## src/design/dmba_pkg.sv

```systemverilog
// Constants for the data memory bank addressing block.
package dmba_pkg;
    localparam int unsigned ADDR_W = 8;
    localparam int unsigned DATA_W = 8;
    localparam int unsigned BANK_W = 2;
    localparam int unsigned PHYS_W = BANK_W + ADDR_W;
    localparam logic [7:0] OFS_WINDOW_ZERO  = 8'h00;
    localparam logic [7:0] OFS_POINTER_ZERO = 8'h01;
    localparam logic [7:0] OFS_WINDOW_ONE   = 8'h02;
    localparam logic [7:0] OFS_POINTER_ONE  = 8'h03;
    localparam logic [7:0] OFS_BANK_SELECT  = 8'h04;
    localparam logic [7:0] OFS_EEPROM_CTRL  = 8'h40;
    localparam logic [7:0] SFR_LAST         = 8'h5F;
    localparam logic [7:0] RESET_BANK_SELECT = 8'h00;
    localparam logic [7:0] RESET_POINTER     = 8'h00;
    localparam logic [7:0] WINDOW_READ_VALUE = 8'h00;
    localparam logic [1:0] BANK_ZERO     = 2'h0;
    localparam logic [1:0] BANK_ONE      = 2'h1;
    localparam logic [1:0] BANK_TWO      = 2'h2;
    localparam logic [1:0] BANK_RESERVED = 2'h3;
    // Low two bank bits implemented in the three-bank part.
    localparam logic [7:0] BANK_MASK_THREE = 8'h03;
    localparam logic [7:0] BANK_MASK_TWO   = 8'h01;
endpackage : dmba_pkg

```

## src/design/dmba_decode.sv

```systemverilog
`timescale 1ns/1ps
// Combinational address resolver for direct and indirect data accesses.
module dmba_decode (
    input  wire logic [7:0] cpu_addr,
    input  wire logic [7:0] pointer_zero,
    input  wire logic [7:0] pointer_one,
    input  wire logic [1:0] bank_sel,
    output logic [9:0]      phys_addr,
    output logic            window_hit,
    output logic            null_target,
    output logic            is_sfr,
    output logic            eeprom_ctrl_hit
);
    logic [7:0] offset;
    logic [1:0] bank;

    // Windows are never the target themselves; they redirect through pointers.
    always_comb begin
        window_hit = 1'b0;
        offset     = cpu_addr;
        bank       = dmba_pkg::BANK_ZERO;
        if (cpu_addr == dmba_pkg::OFS_WINDOW_ZERO) begin
            window_hit = 1'b1;
            offset     = pointer_zero;
            bank       = dmba_pkg::BANK_ZERO;
        end else if (cpu_addr == dmba_pkg::OFS_WINDOW_ONE) begin
            window_hit = 1'b1;
            offset     = pointer_one;
            bank       = bank_sel;
        end
    end

    // A window pointing at a window reads zero and writes nothing.
    assign null_target = window_hit &&
        (offset == dmba_pkg::OFS_WINDOW_ZERO ||
         offset == dmba_pkg::OFS_WINDOW_ONE);
    // Special function area is bank independent, except the EEPROM control.
    assign is_sfr = (offset <= dmba_pkg::SFR_LAST);
    assign eeprom_ctrl_hit = (offset == dmba_pkg::OFS_EEPROM_CTRL) &&
        (bank == dmba_pkg::BANK_ONE);
    // Bank forms the high part outside the special area, offset the low part.
    assign phys_addr = is_sfr ? {dmba_pkg::BANK_ZERO, offset}
                              : {bank, offset};
endmodule : dmba_decode

```

## src/design/dmba_bank.sv

```systemverilog
`timescale 1ns/1ps
// Data memory bank addressing: pointers, bank select and address routing.
module dmba_bank #(
    parameter bit THREE_BANK = 1'b1
) (
    input  wire logic       core_clk,
    input  wire logic       arst_n,
    input  wire logic       sys_reset,
    input  wire logic       wdt_reset,
    input  wire logic       power_down,
    input  wire logic [7:0] cpu_addr,
    input  wire logic       cpu_rd,
    input  wire logic       cpu_wr,
    input  wire logic [7:0] cpu_wdata,
    output logic [7:0]      cpu_rdata,
    input  wire logic [7:0] ext_rdata,
    output logic [9:0]      mem_addr,
    output logic            mem_rd,
    output logic            mem_wr,
    output logic            mem_is_sfr,
    output logic            eeprom_ctrl_sel,
    output logic [7:0]      mem_wdata,
    output logic [1:0]      data_bank,
    output logic [1:0]      prog_bank
);
    logic [7:0] memory_pointer_zero_r;
    logic [7:0] memory_pointer_one_r;
    logic [7:0] bank_select_r;
    logic [7:0] bank_select_nxt;
    logic [7:0] bank_mask;
    logic [9:0] phys_addr;
    logic       window_hit;
    logic       null_target;
    logic       is_sfr;
    logic       eeprom_hit;
    logic       eeprom_any;
    logic [7:0] local_rdata;
    logic       local_hit;
    logic       reset_bank;

    // Overview of the access path.
    // A data access from the core presents one address, one strobe and,
    // for a write, one byte. The address is resolved in a single step:
    // the decoder decides whether the access goes through a window, which
    // pointer supplies the offset, and which bank is the high part.
    // Nothing here is pipelined. The resolved address, the strobes to the
    // memory and the read data all follow the core's inputs within the
    // same cycle. This keeps the core's one-cycle data access, at the
    // price of a longer combinational path from address to read data.
    //
    // Local storage.
    // Only the two pointers and the bank select live in this block. The
    // windows have no storage of their own; they exist only as decode
    // slots. Every other special register in the low area belongs to the
    // blocks around this one, which see the resolved address, the strobes
    // and the special-area flag on the memory port.
    //
    // Window loops.
    // A pointer may hold the offset of a window. Following it would make
    // the access resolve again through the window, without end, so such a
    // target is cut off: the read returns zero and the write is dropped.
    // A pointer that holds the offset of a pointer or of the bank select
    // reaches that register as an ordinary read or write.
    //
    // Reset.
    // The asynchronous reset clears everything. The synchronous reset
    // request clears only the bank select, and only when it is not a
    // watchdog time-out during power down. A bank select write on the same
    // edge as a clearing reset request loses; software must repeat it afterwards.
    //
    // Limitations.
    // The reserved bank code passes through unchanged. An access with
    // that code lands in whatever the memory behind this block maps there;
    // software must not select it. The two-bank build masks the high bit
    // away, so the reserved code cannot be reached there at all.

    assign bank_mask = THREE_BANK ? dmba_pkg::BANK_MASK_THREE
                                  : dmba_pkg::BANK_MASK_TWO;

    dmba_decode u_decode (
        .cpu_addr        (cpu_addr),
        .pointer_zero    (memory_pointer_zero_r),
        .pointer_one     (memory_pointer_one_r),
        .bank_sel        (bank_select_r[1:0]),
        .phys_addr       (phys_addr),
        .window_hit      (window_hit),
        .null_target     (null_target),
        .is_sfr          (is_sfr),
        .eeprom_ctrl_hit (eeprom_hit)
    );

    // The EEPROM control slot is dead outside bank one.
    assign eeprom_any = phys_addr[7:0] == dmba_pkg::OFS_EEPROM_CTRL;

    // Local registers answer only for the resolved address in the SFR area.
    assign local_hit = is_sfr && !null_target &&
        (phys_addr[7:0] == dmba_pkg::OFS_POINTER_ZERO ||
         phys_addr[7:0] == dmba_pkg::OFS_POINTER_ONE  ||
         phys_addr[7:0] == dmba_pkg::OFS_BANK_SELECT);

    // Writes to unimplemented bank bits are dropped by the mask, bit by
    // bit, so the upper bits of the register are always zero and a read
    // needs no masking of its own.
    for (genvar gi = 0; gi < dmba_pkg::DATA_W; gi++) begin : g_bank_bit
        assign bank_select_nxt[gi] = cpu_wdata[gi] & bank_mask[gi];
    end

    // Watchdog resets during power down must keep the bank, so that
    // software resuming after a wake sees the bank it left.
    assign reset_bank = sys_reset && !(wdt_reset && power_down);

    // Pointer zero: ordinary register, writable directly or through window.
    always_ff @(posedge core_clk or negedge arst_n) begin
        if (!arst_n) begin
            memory_pointer_zero_r <= dmba_pkg::RESET_POINTER;
        end else if (cpu_wr && local_hit &&
                     phys_addr[7:0] == dmba_pkg::OFS_POINTER_ZERO) begin
            memory_pointer_zero_r <= cpu_wdata;
        end
    end

    // Pointer one: same treatment as pointer zero.
    always_ff @(posedge core_clk or negedge arst_n) begin
        if (!arst_n) begin
            memory_pointer_one_r <= dmba_pkg::RESET_POINTER;
        end else if (cpu_wr && local_hit &&
                     phys_addr[7:0] == dmba_pkg::OFS_POINTER_ONE) begin
            memory_pointer_one_r <= cpu_wdata;
        end
    end

    // Bank select register with conditional synchronous reset.
    always_ff @(posedge core_clk or negedge arst_n) begin
        if (!arst_n) begin
            bank_select_r <= dmba_pkg::RESET_BANK_SELECT;
        end else if (reset_bank) begin
            bank_select_r <= dmba_pkg::RESET_BANK_SELECT;
        end else if (cpu_wr && local_hit &&
                     phys_addr[7:0] == dmba_pkg::OFS_BANK_SELECT) begin
            bank_select_r <= bank_select_nxt;
        end
    end

    // Local read data; reserved bits are already zero in the register.
    always_comb begin
        case (phys_addr[7:0])
            dmba_pkg::OFS_POINTER_ZERO: local_rdata = memory_pointer_zero_r;
            dmba_pkg::OFS_POINTER_ONE:  local_rdata = memory_pointer_one_r;
            dmba_pkg::OFS_BANK_SELECT:  local_rdata = bank_select_r;
            default: begin
                local_rdata = dmba_pkg::WINDOW_READ_VALUE;
            end
        endcase
    end

    // Read data mux: window loops and the hidden EEPROM slot give zero, local registers, else memory.
    always_comb begin
        if (null_target) begin
            cpu_rdata = dmba_pkg::WINDOW_READ_VALUE;
        end else if (local_hit) begin
            cpu_rdata = local_rdata;
        end else if (eeprom_any && !eeprom_hit) begin
            cpu_rdata = dmba_pkg::WINDOW_READ_VALUE;
        end else begin
            cpu_rdata = ext_rdata;
        end
    end

    // Memory port.
    // The address and write data pass straight through. The strobes are
    // withheld in three cases: the access hits a register kept here, it
    // follows a window into a window, or it reaches the EEPROM control
    // slot outside bank one. In the last case the slot reads as zero, so
    // code running in another bank cannot disturb EEPROM operation by a
    // stray write through the second window.
    //
    // The special-area flag lets the surrounding registers decode the low
    // offsets without looking at the bank part, which is already forced
    // to zero there.
    //
    // Memory port strobes; suppressed for local, looped or hidden slots.
    assign mem_addr        = phys_addr;
    assign mem_wdata       = cpu_wdata;
    assign mem_is_sfr      = is_sfr;
    assign eeprom_ctrl_sel = eeprom_hit;
    assign mem_rd = cpu_rd && !null_target && !local_hit &&
                    !(eeprom_any && !eeprom_hit);
    assign mem_wr = cpu_wr && !null_target && !local_hit &&
                    !(eeprom_any && !eeprom_hit);
    // The same register steers program memory banking. Software that
    // changes the data bank therefore also moves the program bank, and
    // must do so only where the next fetch is valid in either bank.
    assign data_bank = bank_select_r[1:0];
    assign prog_bank = bank_select_r[1:0];
endmodule : dmba_bank

```

## config.mk

```make
export PLATFORM = sky130hd
export DESIGN_NAME = dmba_bank
export DESIGN_NICKNAME = d
export VERILOG_FILES = /design/src/design/dmba_pkg.sv /design/src/design/dmba_decode.sv /design/src/design/dmba_bank.sv
export SDC_FILE = /design/constraint.sdc
export NUM_CORES = 1
export LEC_CHECK = 0
export BUFFER_PORTS_ARGS = -buffer_cell sky130_fd_sc_hd__buf_2
export CAP_MARGIN = 10
export CORE_UTILIZATION = 40
export CTS_BUF_LIST = sky130_fd_sc_hd__clkbuf_8
export CTS_CLUSTER_SIZE = 16
export DETAILED_ROUTE_END_ITERATION = 8
export PLACE_DENSITY_LB_ADDON = 0.12
export REMOVE_ABC_BUFFERS = 1
export SKIP_LAST_GASP = 1
export SLEW_MARGIN = 20
export SYNTH_ARGS = -nofsm -noshare
export SYNTH_HDL_FRONTEND = slang
export SYNTH_SLANG_ARGS = --single-unit
```

## constraint.sdc

```tcl
create_clock -name core_clk -period 3.6 [get_ports core_clk]
set_clock_uncertainty 0.1 [all_clocks]
set_input_delay 0.36 -clock core_clk [delete_from_list [all_inputs] [get_ports core_clk]]
set_output_delay 0.36 -clock core_clk [all_outputs]
set_load 0.02 [all_outputs]
```

Yosys cells after proc, flatten, opt, wreduce, memory -nomap -nowiden
Cells that the tools add are included.
- magnitude comparators: 1
- eq/ne operators: 8
- muxes and demuxes: 13
- reduce and logical (&&, ||, !) cells: 28
- operators with widths (kind ; count):
    8-bit two-way mux ; 7
    8-bit by 2-bit == test with 1-bit output, second input constant ; 3
    8-bit one-hot mux with 3 select lines ; 1
    1-bit logical AND ; 17
    8-bit by 7-bit == test with 1-bit output, second input constant ; 2
    8-bit logical NOT ; 2
    10-bit two-way mux ; 1
    8-bit by 1-bit == test with 1-bit output, second input constant ; 1
    8-bit by 3-bit == test with 1-bit output, second input constant ; 1
    8-bit by 7-bit <= comparator with 1-bit output, second input constant ; 1
    1-bit logical NOT ; 5
    2-bit two-way mux ; 2
    1-bit logical OR ; 3
    2-bit by 1-bit == test with 1-bit output, second input constant ; 1
    1-bit two-way mux ; 2
    2-bit nonzero test ; 1
- register bits after elaboration: 24
- input bits: 31
- output and inout port bits: 34
- word-level logic and storage cells: 53

Logic depth before layout (Yosys ltp)
- depth after elaboration: 13
- gate-level depth with buffers: 9
- depth with buffers taken out: 6

Hierarchy
A second synthesis with hierarchy kept.
- cells, all modules: 169
- area total of the unflattened synthesis: 1556.5 sq um
- modules (own cells, without submodules) (module ; instances ; cells each ; area each (sq um) ; sequential area each (sq um)):
    dmba_bank ; 1 ; 102 ; 1161.1 ; 450.4
    dmba_decode ; 1 ; 67 ; 395.4 ; 0.0

Least setup slack after synthesis
No wires, ideal clock.
- path type: input to output
- start point: in cpu_addr[7]
- end point: out cpu_rdata[0]
- data arrival time: 3051 ps
- data required time: 3140 ps
- setup slack: 89 ps
- stages: 6
- path buffers: 1
- path through: or4_1 -> buf_2 -> o41ai_1 -> o211ai_1 -> nor4_1 -> a221o_1
- elaborated cells on any way between the ends: 32
- classes of those cells: order compare (1); eq/ne (8); mux (11); reduce/logical (12)
- RTL lines (item ; RTL line ; RTL):
    start: declaration ; dmba_bank.sv:11 ; input wire logic [7:0] cpu_addr,
    8-bit by 2-bit == test with 1-bit output ; dmba_decode.sv:26 ; end else if (cpu_addr == dmba_pkg::OFS_WINDOW_ONE) begin
    8-bit two-way mux ; dmba_decode.sv:26 ;
    8-bit two-way mux (*) ; dmba_decode.sv:22 ; if (cpu_addr == dmba_pkg::OFS_WINDOW_ZERO) begin
    10-bit two-way mux (*) ; dmba_decode.sv:42 ; assign phys_addr = is_sfr ? {dmba_pkg::BANK_ZERO, offset}
    named net mem_addr[2] ; dmba_bank.sv:17 ; output logic [9:0] mem_addr,
    8-bit by 1-bit == test with 1-bit output / 8-bit by 2-bit == test with 1-bit output (equally long branches) ; dmba_bank.sv:97, dmba_bank.sv:146, dmba_bank.sv:98 ;
    1-bit logical OR ; dmba_bank.sv:97 ; (phys_addr[7:0] == dmba_pkg::OFS_POINTER_ZERO ||
    1-bit logical OR ; dmba_bank.sv:98 ; phys_addr[7:0] == dmba_pkg::OFS_POINTER_ONE ||
    1-bit logical AND ; dmba_bank.sv:96 ; assign local_hit = is_sfr && !null_target &&
    8-bit two-way mux (*) ; dmba_bank.sv:160 ; end else if (local_hit) begin
    8-bit two-way mux (*) ; dmba_bank.sv:158 ; if (null_target) begin
    end: declaration ; dmba_bank.sv:15 ; output logic [7:0] cpu_rdata,
The timed path passes the listed nets; every way through them passes the cells marked *.

Worst setup path in the final report
- start point: in cpu_addr[7]
- end point: out cpu_rdata[0]
- word-level cells in the longest chain between the ends: 11
- elaborated cells on any way between the ends: 32
- classes of those cells: order compare (1); eq/ne (8); mux (11); reduce/logical (12)
- ends and longest elaborated chain (item ; RTL line):
    branches (longest 10 deep; another with 8-bit by 7-bit <= comparator with 1-bit output) ; --
    8-bit two-way mux (*) ; dmba_bank.sv:158
Every way passes the cells marked *.

==> qor.yml <==
die_width_um: 60.4
pre_cts_slack_ps: 97.3
tritoncts_num_sinks: 18
synth_xor_xnor_area_share: 0
synthesis.yosys.warnings: 0
post-cts-setup-buffers: 0
floorplan.rows: 20
ir_worst_vdd_mv: 0.276
max_slew.worst_pin.slew_ps: 575
timing.critical_path.fanout_max: 6
criticalPathCategory: "primary input to output port"
floorplan.initialDensity: 0.433
maxCapViolCount: 0
final_max_slew_viol_count: 0
cts_tree: "done"
power.density_nw_per_um2: 287
synth_async_sr_flop_share: 1.00
critPathCaptureType: "output port"
wire_per_inst_um: 15.6
cts_bufs_inserted: 3
post_synth_and_or_nand_nor_area_fraction: 0.180
cp_data_required_time_ps: 3140
synthFlopType: "sky130_fd_sc_hd__dfrtp_1"
switchingPower_uw: 148
power_uw: 509
synth_top_family_by_area: "multiplexers"
drive_above_1_share: 0.434
grt_pass1_vias: 1176
ctsLongestPathBuffers: 2
critical_path.n_buffers_inverters: 3
power.combinational.fraction: 0.247
finalWirelength_um: 3880
internal_power_uw: 361
post_synth_inst_count: 144
grt.total_usage: 0.219
dp_hpwl_um: 3020
fin_crit_sh: 0.945
design.die.area_um2: 3650
cp_top_family: "simple AND/OR/NAND/NOR gates"
grt_start_max_net_pins: 19
slew-limit-headroom: 0.613
first_pass_iters: 4
antenna_violating_nets_post_route: 0
synth.distinct_cells: 35
fin_nets: 237
totalNegativeSetupSlack_ps: 0
compound_gate_fraction_of_synth_area: 0.178
overflow: 0
place_congestion: 0.861
die_h_um: 60.4
clk_pin_slew_worst_paths_ps: 70
vias: 1347
drt-vias-per-instance: 5.41
detailedRoute.firstIterationViolations: 109
initial_antenna_violation_count: 0
rsz0062_at_grt: "false"
area_growth_synth_to_finish_pct: 30.2
worst_path_max_delay_cell: "sky130_fd_sc_hd__or4_1"
finalWorstPathRequiredPeriod_ps: 3400
post_synthesis_share_of_cell_area_spent_on_full_adders_half_adders_and_majority_gates: 0
yosys_register_bits: 18
proportion_of_total_power_due_to_net_switching: 0.292
layout_setup_ws_ps: 198
final_hold_violations: 0
synth-edff-count: 0
clockRootBuffer: "sky130_fd_sc_hd__clkbuf_8"
skew_pair_late_insertion_delay_ps: 260
timing.critical_path.cells: "buf_2 -> or4_1 -> nor4_1 -> o22ai_1 -> or4_1 -> buf_4 -> a21oi_1 -> a221o_1 -> buf_2"
min-delay-path-class: "primary input to register"
synth.top_cell.area_share: 0.330
yosysMostFrequentCell: "sky130_fd_sc_hd__dfrtp_1"
max_clock_freq_mhz: 294
seq_power_share: 0.429
leakage_power_figure_uw: 0.000902
cts-htree-levels: 1
wire_length_of_the_first_global_routing_pass_um: 5710
synth_area_leaders: "sky130_fd_sc_hd__dfrtp_1 (33%), sky130_fd_sc_hd__mux2_4 (8.8%), sky130_fd_sc_hd__mux2_1 (6.6%), sky130_fd_sc_hd__buf_4 (5.5%), sky130_fd_sc_hd__mux2i_1 (5.1%)"
floorplan.io_pins: 65
critical_path.startpoint_type: "primary input"
n_antenna_cell: 0
setup_violations: 0
synth_area_per_cell_um2: 9.48
worst_ep_arrival_time_ps: 2940
power.clock.fraction: 0.325
yosysSeqAreaShare: 0.330
outcome: "finished, final reports clean"
cpPeakStageDelay_ps: 660
number_of_drc_violations_after_detailed_routing: 0
port-buffer-count: 64
synth.cells.most_frequent: "sky130_fd_sc_hd__dfrtp_1 (18), sky130_fd_sc_hd__nor2_1 (11), sky130_fd_sc_hd__buf_4 (10)"
synth_mux_area_frac: 0.214
placeableCoreArea_um2: 3150
synth.largest_area_cell: "sky130_fd_sc_hd__dfrtp_1"
netlist_area_um2: 1370
repair_timing:
item / CTS / global route
resized for setup: 0 / 2
hold buffers: 1 / 0
hold endpoints to repair: 18 / 0
endpoints found under the setup margin: 0 / 2
metal layers:
| layer | part of all wire | vias to the layer above | track usage |
|---|---|---|---|
| li1 | - | 662 | - |
| met1 | 0.45 | 617 | 0.320 |
| met2 | 0.46 | 63 | 0.323 |
| met3 | 0.085 | 5 | 0.0341 |
| met4 | 0.013 | 0 | 0.0877 |
| met5 | 0 | - | 0 |
path summary, 6_finish.rpt:
kind | endpoint | depth (start not counted) | slack [ps] | from
setup / recovery | cpu_rdata[0] | 9 | 200 | cpu_addr[7]
hold / removal | memory_pointer_zero_r[2] | 2 | 240 | cpu_wdata[2]
setup reg to reg | memory_pointer_one_r[0] | 7 | 590 | memory_pointer_one_r[3]
hold reg to reg | memory_pointer_zero_r[2] | 1 | 420 | memory_pointer_zero_r[2]
max in group asynchronous | memory_pointer_zero_r[3] | 2 | 2660 | arst_n
min in group asynchronous | memory_pointer_one_r[6] | 2 | 460 | arst_n
sequential cells by signal (all words and copies together) (netlist names):
name / cells
bank_select_r: 2
memory_pointer_one_r: 8
memory_pointer_zero_r: 8
power groups by stage:
stage                     clock network, µW  logic (µW)  registers, µW
after CTS                               171         125            218
after global routing                    179         135            219
after floorplan                           0        59.4            219
after detailed placement                  0         124            222
after global placement                    0         123            222
final                                   165         125            218
placed cells by master (no fill, tap or decap), types with 2 or more instances in the layout:
master	synthesis	routed
sky130_fd_sc_hd__a21oi_1	7	7
sky130_fd_sc_hd__o21ai_0	5	5
sky130_fd_sc_hd__buf_2	3	64
sky130_fd_sc_hd__nand2b_1	4	4
sky130_fd_sc_hd__mux2_4	8	8
sky130_fd_sc_hd__buf_4	10	10
sky130_fd_sc_hd__a221o_1	2	2
sky130_fd_sc_hd__or4_1	4	4
sky130_fd_sc_hd__a31oi_1	6	6
sky130_fd_sc_hd__o2bb2ai_1	6	6
sky130_fd_sc_hd__clkbuf_8	0	4
sky130_fd_sc_hd__or3_1	2	2
sky130_fd_sc_hd__mux2i_1	7	7
sky130_fd_sc_hd__inv_1	5	5
sky130_fd_sc_hd__nand2_1	2	2
sky130_fd_sc_hd__nor2_1	11	11
sky130_fd_sc_hd__and2_1	3	3
sky130_fd_sc_hd__o22ai_1	2	2
sky130_fd_sc_hd__nand3_1	4	4
sky130_fd_sc_hd__nor3_1	3	3
sky130_fd_sc_hd__nor4_2	0	2
sky130_fd_sc_hd__nor4_1	8	6
sky130_fd_sc_hd__dfrtp_1	18	18
sky130_fd_sc_hd__mux2_1	8	8
final cells by class:
class / count / area (µm²)
fill: 316 / 1380
clock buffer: 4 / 55.1
sequential: 18 / 450
inverter: 5 / 18.8
tap: 44 / 55.1
timing repair buffer: 75 / 405
multi-input combinational: 103 / 792
logic make-up (layout without fill, tap and decap cells):
family,count (synthesis),count (layout)
muxes,24,24
and+or+nand+nor,44,44
AOI/OAI and AO/OA,35,35
buffers and inverters,23,84
DFF,18,18
worst register-to-register path, stage by stage (launching register included):
cell	delay (ps)
sky130_fd_sc_hd__dfrtp_1	410
sky130_fd_sc_hd__mux2_2	300
sky130_fd_sc_hd__a41o_1	260
sky130_fd_sc_hd__o21bai_1	210
sky130_fd_sc_hd__or4_1	650
sky130_fd_sc_hd__or4_1	450
sky130_fd_sc_hd__buf_4	210
sky130_fd_sc_hd__mux2_4	310
stage by stage:
| stage | hold slack [ps] | area, µm² | std cells | utilization |
|---|---|---|---|---|
| 6_report | 238 | 1780 | 249 | 0.563 |
| 5_1_grt | 237 | 1780 | 249 | 0.563 |
| 4_1_cts | 239 | 1760 | 249 | 0.560 |
| 3_5_place_dp | 216 | 1700 | 244 | 0.539 |
| 3_3_place_gp | 210 | 1700 | 244 | 0.539 |
| 2_1_floorplan | -35.6 | 1250 | 126 | - |
Note: power is estimated with default switching activity, not from simulation.
